$ cat src/design/cms_pkg.sv
// Package for the cache maintenance sequencer: commands, bus cycle codes,
// translation buffer geometry, descriptor codes and memory type encodings.
// Assumes a single core clock and a synchronous active-high reset.
package cms_pkg;

  // Maintenance commands presented on cmd_op.
  typedef enum logic [1:0] {
    CMS_CMD_NONE                         = 2'h0,
    CMS_CMD_INVALIDATE_WITHOUT_WRITEBACK = 2'h1,
    CMS_CMD_WRITEBACK_THEN_INVALIDATE    = 2'h2
  } cms_cmd_t;

  // Special bus cycle codes presented on sbc_code.
  typedef enum logic [1:0] {
    CMS_SBC_NONE     = 2'h0,
    CMS_SBC_SYNC     = 2'h1,
    CMS_SBC_FLUSH    = 2'h2
  } cms_sbc_t;

  // Memory type encodings used by the remap check.
  localparam logic [2:0] CMS_MT_UNCACHEABLE       = 3'h0;
  localparam logic [2:0] CMS_MT_WRITE_THROUGH_TYPE = 3'h4;
  localparam logic [2:0] CMS_MT_WRITE_BACK_TYPE    = 3'h6;

  // Cache geometry: sets and ways of each internal level.
  localparam int CMS_L1_SETS   = 128;
  localparam int CMS_L2_SETS   = 1024;
  localparam int CMS_WAYS      = 4;
  localparam int CMS_IDX_W     = 10;
  localparam int CMS_WAY_W     = 2;
  localparam logic [CMS_IDX_W-1:0] CMS_L1_LAST = CMS_IDX_W'(CMS_L1_SETS - 1);
  localparam logic [CMS_IDX_W-1:0] CMS_L2_LAST = CMS_IDX_W'(CMS_L2_SETS - 1);
  localparam logic [CMS_WAY_W-1:0] CMS_WAY_LAST = CMS_WAY_W'(CMS_WAYS - 1);

  // Translation buffer geometry.
  localparam int CMS_ITLB_SMALL_ENTRIES = 32;
  localparam int CMS_ITLB_SMALL_WAYS    = 4;
  localparam int CMS_ITLB_LARGE_ENTRIES = 2;
  localparam int CMS_ITLB_LARGE_WAYS    = 2;
  localparam int CMS_DTLB_SMALL_ENTRIES = 64;
  localparam int CMS_DTLB_SMALL_WAYS    = 4;

  // Descriptor bytes of the identification result.
  localparam logic [7:0] CMS_DESC_ITLB_SMALL = 8'h01;
  localparam logic [7:0] CMS_DESC_ITLB_LARGE = 8'h02;
  localparam logic [7:0] CMS_DESC_DTLB_SMALL = 8'h03;
  // Arbitrary low byte of the identification result.
  localparam logic [7:0] CMS_DESC_BYTE0      = 8'h01;

endpackage : cms_pkg

$ cat src/design/cms_sequencer.sv
// Cache maintenance sequencer: walks both internal cache levels on an
// invalidate or write-back-and-invalidate command, then issues special bus
// cycles to external caches. Also reports translation buffer descriptors and
// checks memory type remapping.
// Assumes the cache arrays sit outside and accept one line operation per
// accepted handshake, and the system bus takes special cycles by handshake.
`timescale 1ns/10ps

module cms_sequencer
  import cms_pkg::*;
(
  // Clock and reset.
  input  wire logic                 ref_clk,
  input  wire logic                 rst,
  // Command port.
  input  wire logic                 cmd_valid,
  output logic                      cmd_ready,
  input  wire cms_cmd_t             cmd_op,
  output logic                      cmd_done,
  output logic                      mem_hold,
  // Cache line port: probe reads status, write-back and invalidate act on a line.
  output logic                      line_valid,
  input  wire logic                 line_ready,
  output logic                      line_level,
  output logic [CMS_IDX_W-1:0]      line_index,
  output logic [CMS_WAY_W-1:0]      line_way,
  output logic                      line_writeback,
  output logic                      line_invalidate,
  input  wire logic                 line_dirty,
  // Special bus cycle port.
  output logic                      sbc_valid,
  input  wire logic                 sbc_ready,
  output cms_sbc_t                  sbc_code,
  // Identification and translation buffer geometry.
  output logic [31:0]               id_result,
  output logic [6:0]                itlb_small_entries,
  output logic [2:0]                itlb_small_ways,
  output logic [1:0]                itlb_large_entries,
  output logic                      itlb_large_full_assoc,
  output logic [6:0]                dtlb_small_entries,
  output logic [2:0]                dtlb_small_ways,
  // Memory type remap check.
  input  wire logic                 remap_valid,
  input  wire logic [2:0]           remap_from,
  input  wire logic [2:0]           remap_to,
  output logic                      remap_ok,
  output logic                      remap_refused
);

  // Walk states. Probe, write-back and invalidate each hold their line request
  // until line_ready, and the two bus states hold theirs until sbc_ready.
  typedef enum logic [2:0] {
    CMS_IDLE,
    CMS_PROBE,
    CMS_WRITEBACK,
    CMS_INVALIDATE,
    CMS_SYNC,
    CMS_FLUSH,
    CMS_DONE
  } cms_state_t;

  cms_state_t             state_reg;
  cms_state_t             state_next;
  logic                   wb_mode_reg;
  logic                   level_reg;
  logic [CMS_IDX_W-1:0]   index_reg;
  logic [CMS_WAY_W-1:0]   way_reg;
  logic                   last_line;
  logic                   line_fire;
  logic                   walk_step;
  logic                   set_end;

  // Last set of the level being walked.
  function automatic logic [CMS_IDX_W-1:0] last_index(input logic level);
    last_index = level ? CMS_L2_LAST : CMS_L1_LAST;
  endfunction : last_index

  // True for the one remap that would lose dirty data: write-back to write-through.
  function automatic logic remap_forbidden(input logic [2:0] from_type, input logic [2:0] to_type);
    remap_forbidden = (from_type == CMS_MT_WRITE_BACK_TYPE) && (to_type == CMS_MT_WRITE_THROUGH_TYPE);
  endfunction : remap_forbidden

  assign set_end   = (way_reg == CMS_WAY_LAST) && (index_reg == last_index(level_reg));
  assign last_line = level_reg && set_end;
  assign line_fire = line_valid && line_ready;
  assign walk_step = (state_reg == CMS_INVALIDATE) && line_fire && !last_line;

  always_comb
  begin
    state_next = state_reg;
    unique case (state_reg)
      CMS_IDLE:
      begin
        if (cmd_valid && (cmd_op == CMS_CMD_WRITEBACK_THEN_INVALIDATE))
          state_next = CMS_PROBE;
        else if (cmd_valid && (cmd_op == CMS_CMD_INVALIDATE_WITHOUT_WRITEBACK))
          state_next = CMS_INVALIDATE;
      end
      CMS_PROBE:
      begin
        // Dirty lines go out whatever write policy they were cached under.
        if (line_ready)
          state_next = line_dirty ? CMS_WRITEBACK : CMS_INVALIDATE;
      end
      CMS_WRITEBACK:
      begin
        if (line_ready)
          state_next = CMS_INVALIDATE;
      end
      CMS_INVALIDATE:
      begin
        if (line_ready && last_line)
          state_next = wb_mode_reg ? CMS_SYNC : CMS_FLUSH;
        else if (line_ready && wb_mode_reg)
          state_next = CMS_PROBE;
      end
      CMS_SYNC:
      begin
        if (sbc_ready)
          state_next = CMS_FLUSH;
      end
      CMS_FLUSH:
      begin
        if (sbc_ready)
          state_next = CMS_DONE;
      end
      CMS_DONE:
        state_next = CMS_IDLE;
    endcase
  end

  always_ff @(posedge ref_clk)
  begin
    if (rst)
      state_reg <= CMS_IDLE;
    else
      state_reg <= state_next;
  end

  // The mode is latched at acceptance because cmd_op may change while the walk
  // runs; a request with no operation leaves the machine idle either way.
  always_ff @(posedge ref_clk)
  begin
    if (rst)
      wb_mode_reg <= 1'b0;
    else if (state_reg == CMS_IDLE && cmd_valid)
      wb_mode_reg <= (cmd_op == CMS_CMD_WRITEBACK_THEN_INVALIDATE);
  end

  // Walk order is level 1 then level 2, every set, every way. The counters only
  // move on an accepted invalidate, so a stalled line request keeps its address.
  always_ff @(posedge ref_clk)
  begin
    if (rst || state_reg == CMS_IDLE)
      way_reg <= '0;
    else if (walk_step)
      way_reg <= way_reg + 1'b1;
  end

  always_ff @(posedge ref_clk)
  begin
    if (rst || state_reg == CMS_IDLE)
      index_reg <= '0;
    else if (walk_step && set_end)
      index_reg <= '0;
    else if (walk_step && (way_reg == CMS_WAY_LAST))
      index_reg <= index_reg + 1'b1;
  end

  // Level 2 is entered once and left only through idle, so no set is walked twice.
  always_ff @(posedge ref_clk)
  begin
    if (rst || state_reg == CMS_IDLE)
      level_reg <= 1'b0;
    else if (walk_step && set_end)
      level_reg <= 1'b1;
  end

  // Handshake outputs decode straight from the state so they never lag it by a cycle.
  assign cmd_ready  = (state_reg == CMS_IDLE);
  assign cmd_done   = (state_reg == CMS_DONE);
  // Holding accesses across the whole walk keeps new fills out of lines already cleared.
  assign mem_hold   = (state_reg != CMS_IDLE) && (state_reg != CMS_DONE);
  assign line_level = level_reg;
  assign line_index = index_reg;
  assign line_way   = way_reg;
  assign sbc_valid  = (state_reg == CMS_SYNC) || (state_reg == CMS_FLUSH);

  // A probe is a line request with neither write-back nor invalidate set.
  always_comb
  begin
    line_valid      = 1'b0;
    line_writeback  = 1'b0;
    line_invalidate = 1'b0;
    if (state_reg == CMS_PROBE)
      line_valid = 1'b1;
    else if (state_reg == CMS_WRITEBACK)
    begin
      line_valid     = 1'b1;
      line_writeback = 1'b1;
    end
    else if (state_reg == CMS_INVALIDATE)
    begin
      line_valid      = 1'b1;
      line_invalidate = 1'b1;
    end
  end

  always_comb
  begin
    sbc_code = CMS_SBC_NONE;
    if (state_reg == CMS_SYNC)
      sbc_code = CMS_SBC_SYNC;
    else if (state_reg == CMS_FLUSH)
      sbc_code = CMS_SBC_FLUSH;
  end

  // Geometry and descriptors are constants held in flip-flops after reset. Readers
  // see zero during reset and the fixed values from the first edge after it.
  always_ff @(posedge ref_clk)
  begin
    if (rst)
      id_result <= '0;
    else
      id_result <= {CMS_DESC_DTLB_SMALL, CMS_DESC_ITLB_LARGE,
                    CMS_DESC_ITLB_SMALL, CMS_DESC_BYTE0};
  end

  always_ff @(posedge ref_clk)
  begin
    if (rst)
    begin
      itlb_small_entries <= '0;
      itlb_small_ways    <= '0;
    end
    else
    begin
      itlb_small_entries <= 7'(CMS_ITLB_SMALL_ENTRIES);
      itlb_small_ways    <= 3'(CMS_ITLB_SMALL_WAYS);
    end
  end

  always_ff @(posedge ref_clk)
  begin
    if (rst)
    begin
      itlb_large_entries    <= '0;
      itlb_large_full_assoc <= 1'b0;
    end
    else
    begin
      itlb_large_entries    <= 2'(CMS_ITLB_LARGE_ENTRIES);
      itlb_large_full_assoc <= (CMS_ITLB_LARGE_WAYS == CMS_ITLB_LARGE_ENTRIES);
    end
  end

  always_ff @(posedge ref_clk)
  begin
    if (rst)
    begin
      dtlb_small_entries <= '0;
      dtlb_small_ways    <= '0;
    end
    else
    begin
      dtlb_small_entries <= 7'(CMS_DTLB_SMALL_ENTRIES);
      dtlb_small_ways    <= 3'(CMS_DTLB_SMALL_WAYS);
    end
  end

  // Refusal and acceptance each answer one cycle after the request and are never both high.
  always_ff @(posedge ref_clk)
  begin
    if (rst)
      remap_refused <= 1'b0;
    else
      remap_refused <= remap_valid && remap_forbidden(remap_from, remap_to);
  end

  always_ff @(posedge ref_clk)
  begin
    if (rst)
      remap_ok <= 1'b0;
    else
      remap_ok <= remap_valid && !remap_forbidden(remap_from, remap_to);
  end

endmodule : cms_sequencer

$ cat config.mk
export PLATFORM = sky130hd
export DESIGN_NAME = cms_sequencer
export DESIGN_NICKNAME = d
export VERILOG_FILES = /design/src/design/cms_pkg.sv /design/src/design/cms_sequencer.sv
export SDC_FILE = /design/constraint.sdc
export NUM_CORES = 1
export LEC_CHECK = 0
export ABC_CLOCK_PERIOD_IN_PS = 4050
export BUFFER_PORTS_ARGS = -buffer_cell sky130_fd_sc_hd__clkbuf_2
export CAP_MARGIN = 5
export CELL_PAD_IN_SITES_DETAIL_PLACEMENT = 1
export CELL_PAD_IN_SITES_GLOBAL_PLACEMENT = 1
export CORE_ASPECT_RATIO = 0.6
export CORE_MARGIN = 4
export CORE_UTILIZATION = 30
export DETAILED_ROUTE_END_ITERATION = 6
export GPL_TIMING_DRIVEN = 0
export PLACE_DENSITY = 0.78
export SLEW_MARGIN = 20
export SYNTH_ARGS = -nofsm -noshare
export SYNTH_HDL_FRONTEND = slang
export SYNTH_SLANG_ARGS = --single-unit
$ cat constraint.sdc
create_clock -name ref_clk -period 4.05 [get_ports ref_clk]
set_clock_uncertainty 0.2 [all_clocks]
set_input_delay 0.81 -clock ref_clk [delete_from_list [all_inputs] [get_ports ref_clk]]
set_output_delay 0.81 -clock ref_clk [all_outputs]
set_load 0.05 [all_outputs]
# == Yosys cells after proc, flatten, opt, wreduce, memory -nomap -nowiden ==
# Cells that the tools add are included.
# classes
n_addsub,2
n_mul,0
div,0
order_cmp,0
n_eq_ne,19
shift,0
muxes,27
bitwise_logic,0
reduce_logical,24
# ops
cell,n
$mux 3,9
$mux 26,1
$pmux 3 s7,1
$logic_and 1x1->1,16
$eq 3x3->1 const B,5
$add 10x1->10 const B,1
$eq 10x10->1,1
$mux 1,10
$mux 10,1
$ne 2x2->1 const B,4
$mux 7,1
$eq 3x2->1 const B,2
$mux 2,3
$mux 6,1
$ne 3x3->1 const B,2
$reduce_and 6->1,1
$eq 2x2->1 const B,2
$eq 3x1->1 const B,1
$logic_not 3->1,1
$ne 3x1->1 const B,1
$reduce_bool 3->1,1
$add 2x1->2 const B,1
$eq 2x1->1 const B,1
$logic_not 1->1,2
other kinds (2),3
# word_totals
reg_bits,71
latchBits,0
mem_bits_rw,0
rom_bits,0
input_bits,15
word_cells,85
memories,0

# == Logic depth before layout (Yosys ltp) ==
# depth
depth_word,9
mapped_depth,6

# == Worst setup path before layout ==
# Ideal clock, no wire load.
# synth_path
path_type,register to output
from,register state_reg[2]
to,output mem_hold
t_arrival_ns,1.757
setup_slack_ns,1.283
stages_incl_launch_ff,4
cell_sequence,dfxtp_1 buf_6 nor3_2 nor2_1
# synth_via
elab_chain_len,2
# synth_rtl
element,line_no,rtl
from (decl),cms_sequencer.sv:62,cms_state_t state_reg;
from (signal assigned),cms_sequencer.sv:137,state_reg <= state_next;
$ne 3x3->1 or $reduce_bool 3->1 (tied branches),cms_sequencer.sv:183,assign mem_hold = (state_reg != CMS_IDLE) && (state_reg != CMS_DONE);
$logic_and 1x1->1 (*),cms_sequencer.sv:183,
to (decl),cms_sequencer.sv:20,"output logic mem_hold,"
# Every way passes the cells marked *; elsewhere a longest branch is shown, timed or not.

# == Final worst setup path ==
# layout_path
from,register state_reg[2]
to,output cmd_ready
# layout_via
elab_chain_len,1
# layout_rtl
element,line_no,rtl
$logic_not 3->1,cms_sequencer.sv:180,assign cmd_ready = (state_reg == CMS_IDLE);
to (decl),cms_sequencer.sv:17,"output logic cmd_ready,"
# Every way passes these cells.

==> impl_metrics.toml <==
[critical_path]
start_kind = "flop"
endpoint_kind = "primary output"
cp_data_required_time_ns = 3.04
cp_max_fo = 10
worstPathArrival_ns = 1.63
crit_type = "flop to primary output"

[global_routing]
grt_pass1_vias = 1419
grt_pass1_wl_um = 6906
grt_use_met2_pct = 19.63
grt_use_met3_pct = 3.599
grt_max_degree = 12
grt.total_usage_pct = 12.97
globalRouteOverflowTotal = 0
use_met1_pct = 18.53
antenna_found_initial = 0
grt.busiest_layer = "met2"

[routing]
via_per_inst = 4.315
drc_errors = 0
via_count = 1532
ant_nets = 0
dr.pass1.iters = 4
routed_wl_um = 4308
drt_iter0_markers = 72
wl_per_cell_um = 12.14

[timing]
slew_headroom_pct = 58.52
fmax_mhz = 379.0
worstMarginPinSlew_ns = 0.6188
finalMaxSlewViolations = 0
finalSetupViolCount = 0
fin_crit_ns = 2.639
hold_viol_final = 0
rsz0062_at_grt = "false"
finalSetupTns_ns = 0
timing.final.crit_share_pct = 65.15

[worst_hold_path]
min-delay-path-class = "flop to flop"

[pwr]
switchingPower_mw = 0.4084
pwr-share-seq_pct = 27.5
vdd_drop_max_mv = 0.1093
switching_share_pct = 50.00
p_int_mw = 0.4083
pwr-share-comb_pct = 53.5
p_clk_share_pct = 19.0
p_leak_nw = 1.078
p_per_area_nw_per_um2 = 385.8

[clock_tree]
clk_path_buf_depth = 2
cts_root_buf = "clkbuf_8"
clk_pin_slew_ns = 0.08
holdBufCountCts = 0
clock_latency_ns = 0.26
cts_tree = "built"
htree_levels = 1
clkSinkCount = 20
postCtsSetupBuffers = 0
ctsResizeCount = 0
numCtsBuffers = 3

[floorplanning]
dieArea_um2 = 6522
coreArea_um2 = 5080
fp.dieH_um = 64.18
die_x_um = 101.6
pin_count = 94
rows = 20
start_util_pct = 31.06

[job]
drv_cap = 0

[placed_design]
hpwl_um = 3598
gp_congestion = 0.8352
numPortBuffers = 48
dpl.cell_count = 351

[layout]
fin_cells = 355
nets = 307
final_cell_mix = "55 x buf_4, 48 x clkbuf_2, 44 x conb_1"
diodes = 0
drive_gt1_share_pct = 41.52
largest_reg_flops = 10
final_common_cell = "buf_4"
areaGrowthSynthToFinish_pct = 34.18
utilization_pct = 41.67

[logic_synthesis]
yosysWarnings = 0
syn_inst = 194
ys_ff_latch = 20
synth_area_um2 = 1578
synthArstFlopShare_pct = 0
synth-edff-count = 0
synth_flop_cell = "dfxtp_1"
synth_area_per_cell_um2 = 8.133
ys_seq_area_share_pct = 25.38
synth.distinct_cells = 42

[status]
outcome = "finished clean"
[area by class of cell]
type                    instances  area (um2)
multi-input cells             154       885.9
inverters                       4       15.01
flip-flops and latches         20       400.4
well taps                      66       82.58
fillers                       680        2963
plain buffers                  59       437.9
repair buffers                 48       240.2
clock buffers                   4       55.05
[path summary, 6_finish.rpt]
| check | startpoint | endpoint | slack, ns | cells past startpoint |
|---|---|---|---|---|
| setup / recovery | state_reg[2] | cmd_ready | 1.41 | 3 |
| setup reg to reg | line_index[0] | line_way[1] | 2.02 | 5 |
| hold / removal | wb_mode_reg | wb_mode_reg | 0.29 | 2 |
| hold reg to reg | wb_mode_reg | wb_mode_reg | 0.29 | 2 |
[worst max-delay path: stages, from the launching register on]
cell	delay (ns)
dfxtp_1	0.31
buf_6	0.13
nor3_2	0.54
clkbuf_2	0.39
[power by group through the flow]
stage          combinational (mW)  sequential [mW]  clock (mW)
2_1_floorplan               0.356            0.230           0
4_1_cts                     0.437            0.224       0.160
5_1_grt                     0.471            0.227       0.169
3_3_place_gp                0.429            0.228           0
6_report                    0.437            0.225       0.155
3_5_place_dp                0.436            0.228           0
[cells by family after synthesis]
kind of cell / synth area share, %
simple gates: 25.53
compound gates: 14.43
mux: 1.903
xor+xnor: 2.220
fa+ha+maj: 1.586
other cells: 0.2377
flops: 25.38
buf+inv: 28.71
[metrics by stage]
stage	hold slack (ns)	worst slack (ns)	total power [mW]	area [um2]
2_1_floorplan	0.2401	1.283	0.5867	1739
3_3_place_gp	0.2674	1.545	0.6573	2062
3_5_place_dp	0.2813	1.550	0.6645	2062
4_1_cts	0.2930	1.397	0.8207	2117
5_1_grt	0.3388	1.280	0.8680	2117
6_report	0.2921	1.411	0.8167	2117
[cell usage after synthesis, types with 2 or more instances]
| cell type | n | area share (%) |
|---|---|---|
| and4_1 | 2 | 1.1 |
| buf_2 | 2 | 0.63 |
| and2_1 | 4 | 1.6 |
| nor2_1 | 17 | 4.0 |
| nand3b_1 | 3 | 1.4 |
| xor2_1 | 4 | 2.2 |
| ha_1 | 2 | 1.6 |
| a21oi_1 | 8 | 2.5 |
| nand2_1 | 11 | 2.6 |
| or4_4 | 2 | 1.4 |
| o31ai_1 | 4 | 1.9 |
| buf_4 | 55 | 26 |
| mux2i_1 | 3 | 1.9 |
| a211o_1 | 2 | 1.1 |
| o311ai_0 | 2 | 1.1 |
| nor2b_1 | 3 | 1.2 |
| nand3_2 | 2 | 1.3 |
| nand4_1 | 4 | 1.6 |
| inv_1 | 4 | 0.95 |
| o21ai_0 | 5 | 1.6 |
| a31oi_1 | 3 | 1.2 |
| or4_1 | 3 | 1.4 |
| dfxtp_1 | 20 | 25 |
| nand3_1 | 3 | 0.95 |
| nor3_1 | 9 | 2.9 |
[metal layers]
layer  wire (um)  vias up
met5           0        -
met4          27        0
met3         288        2
met2        1942       42
met1        2049      708
li1            -      780
Power figures use the tool's default switching activity.
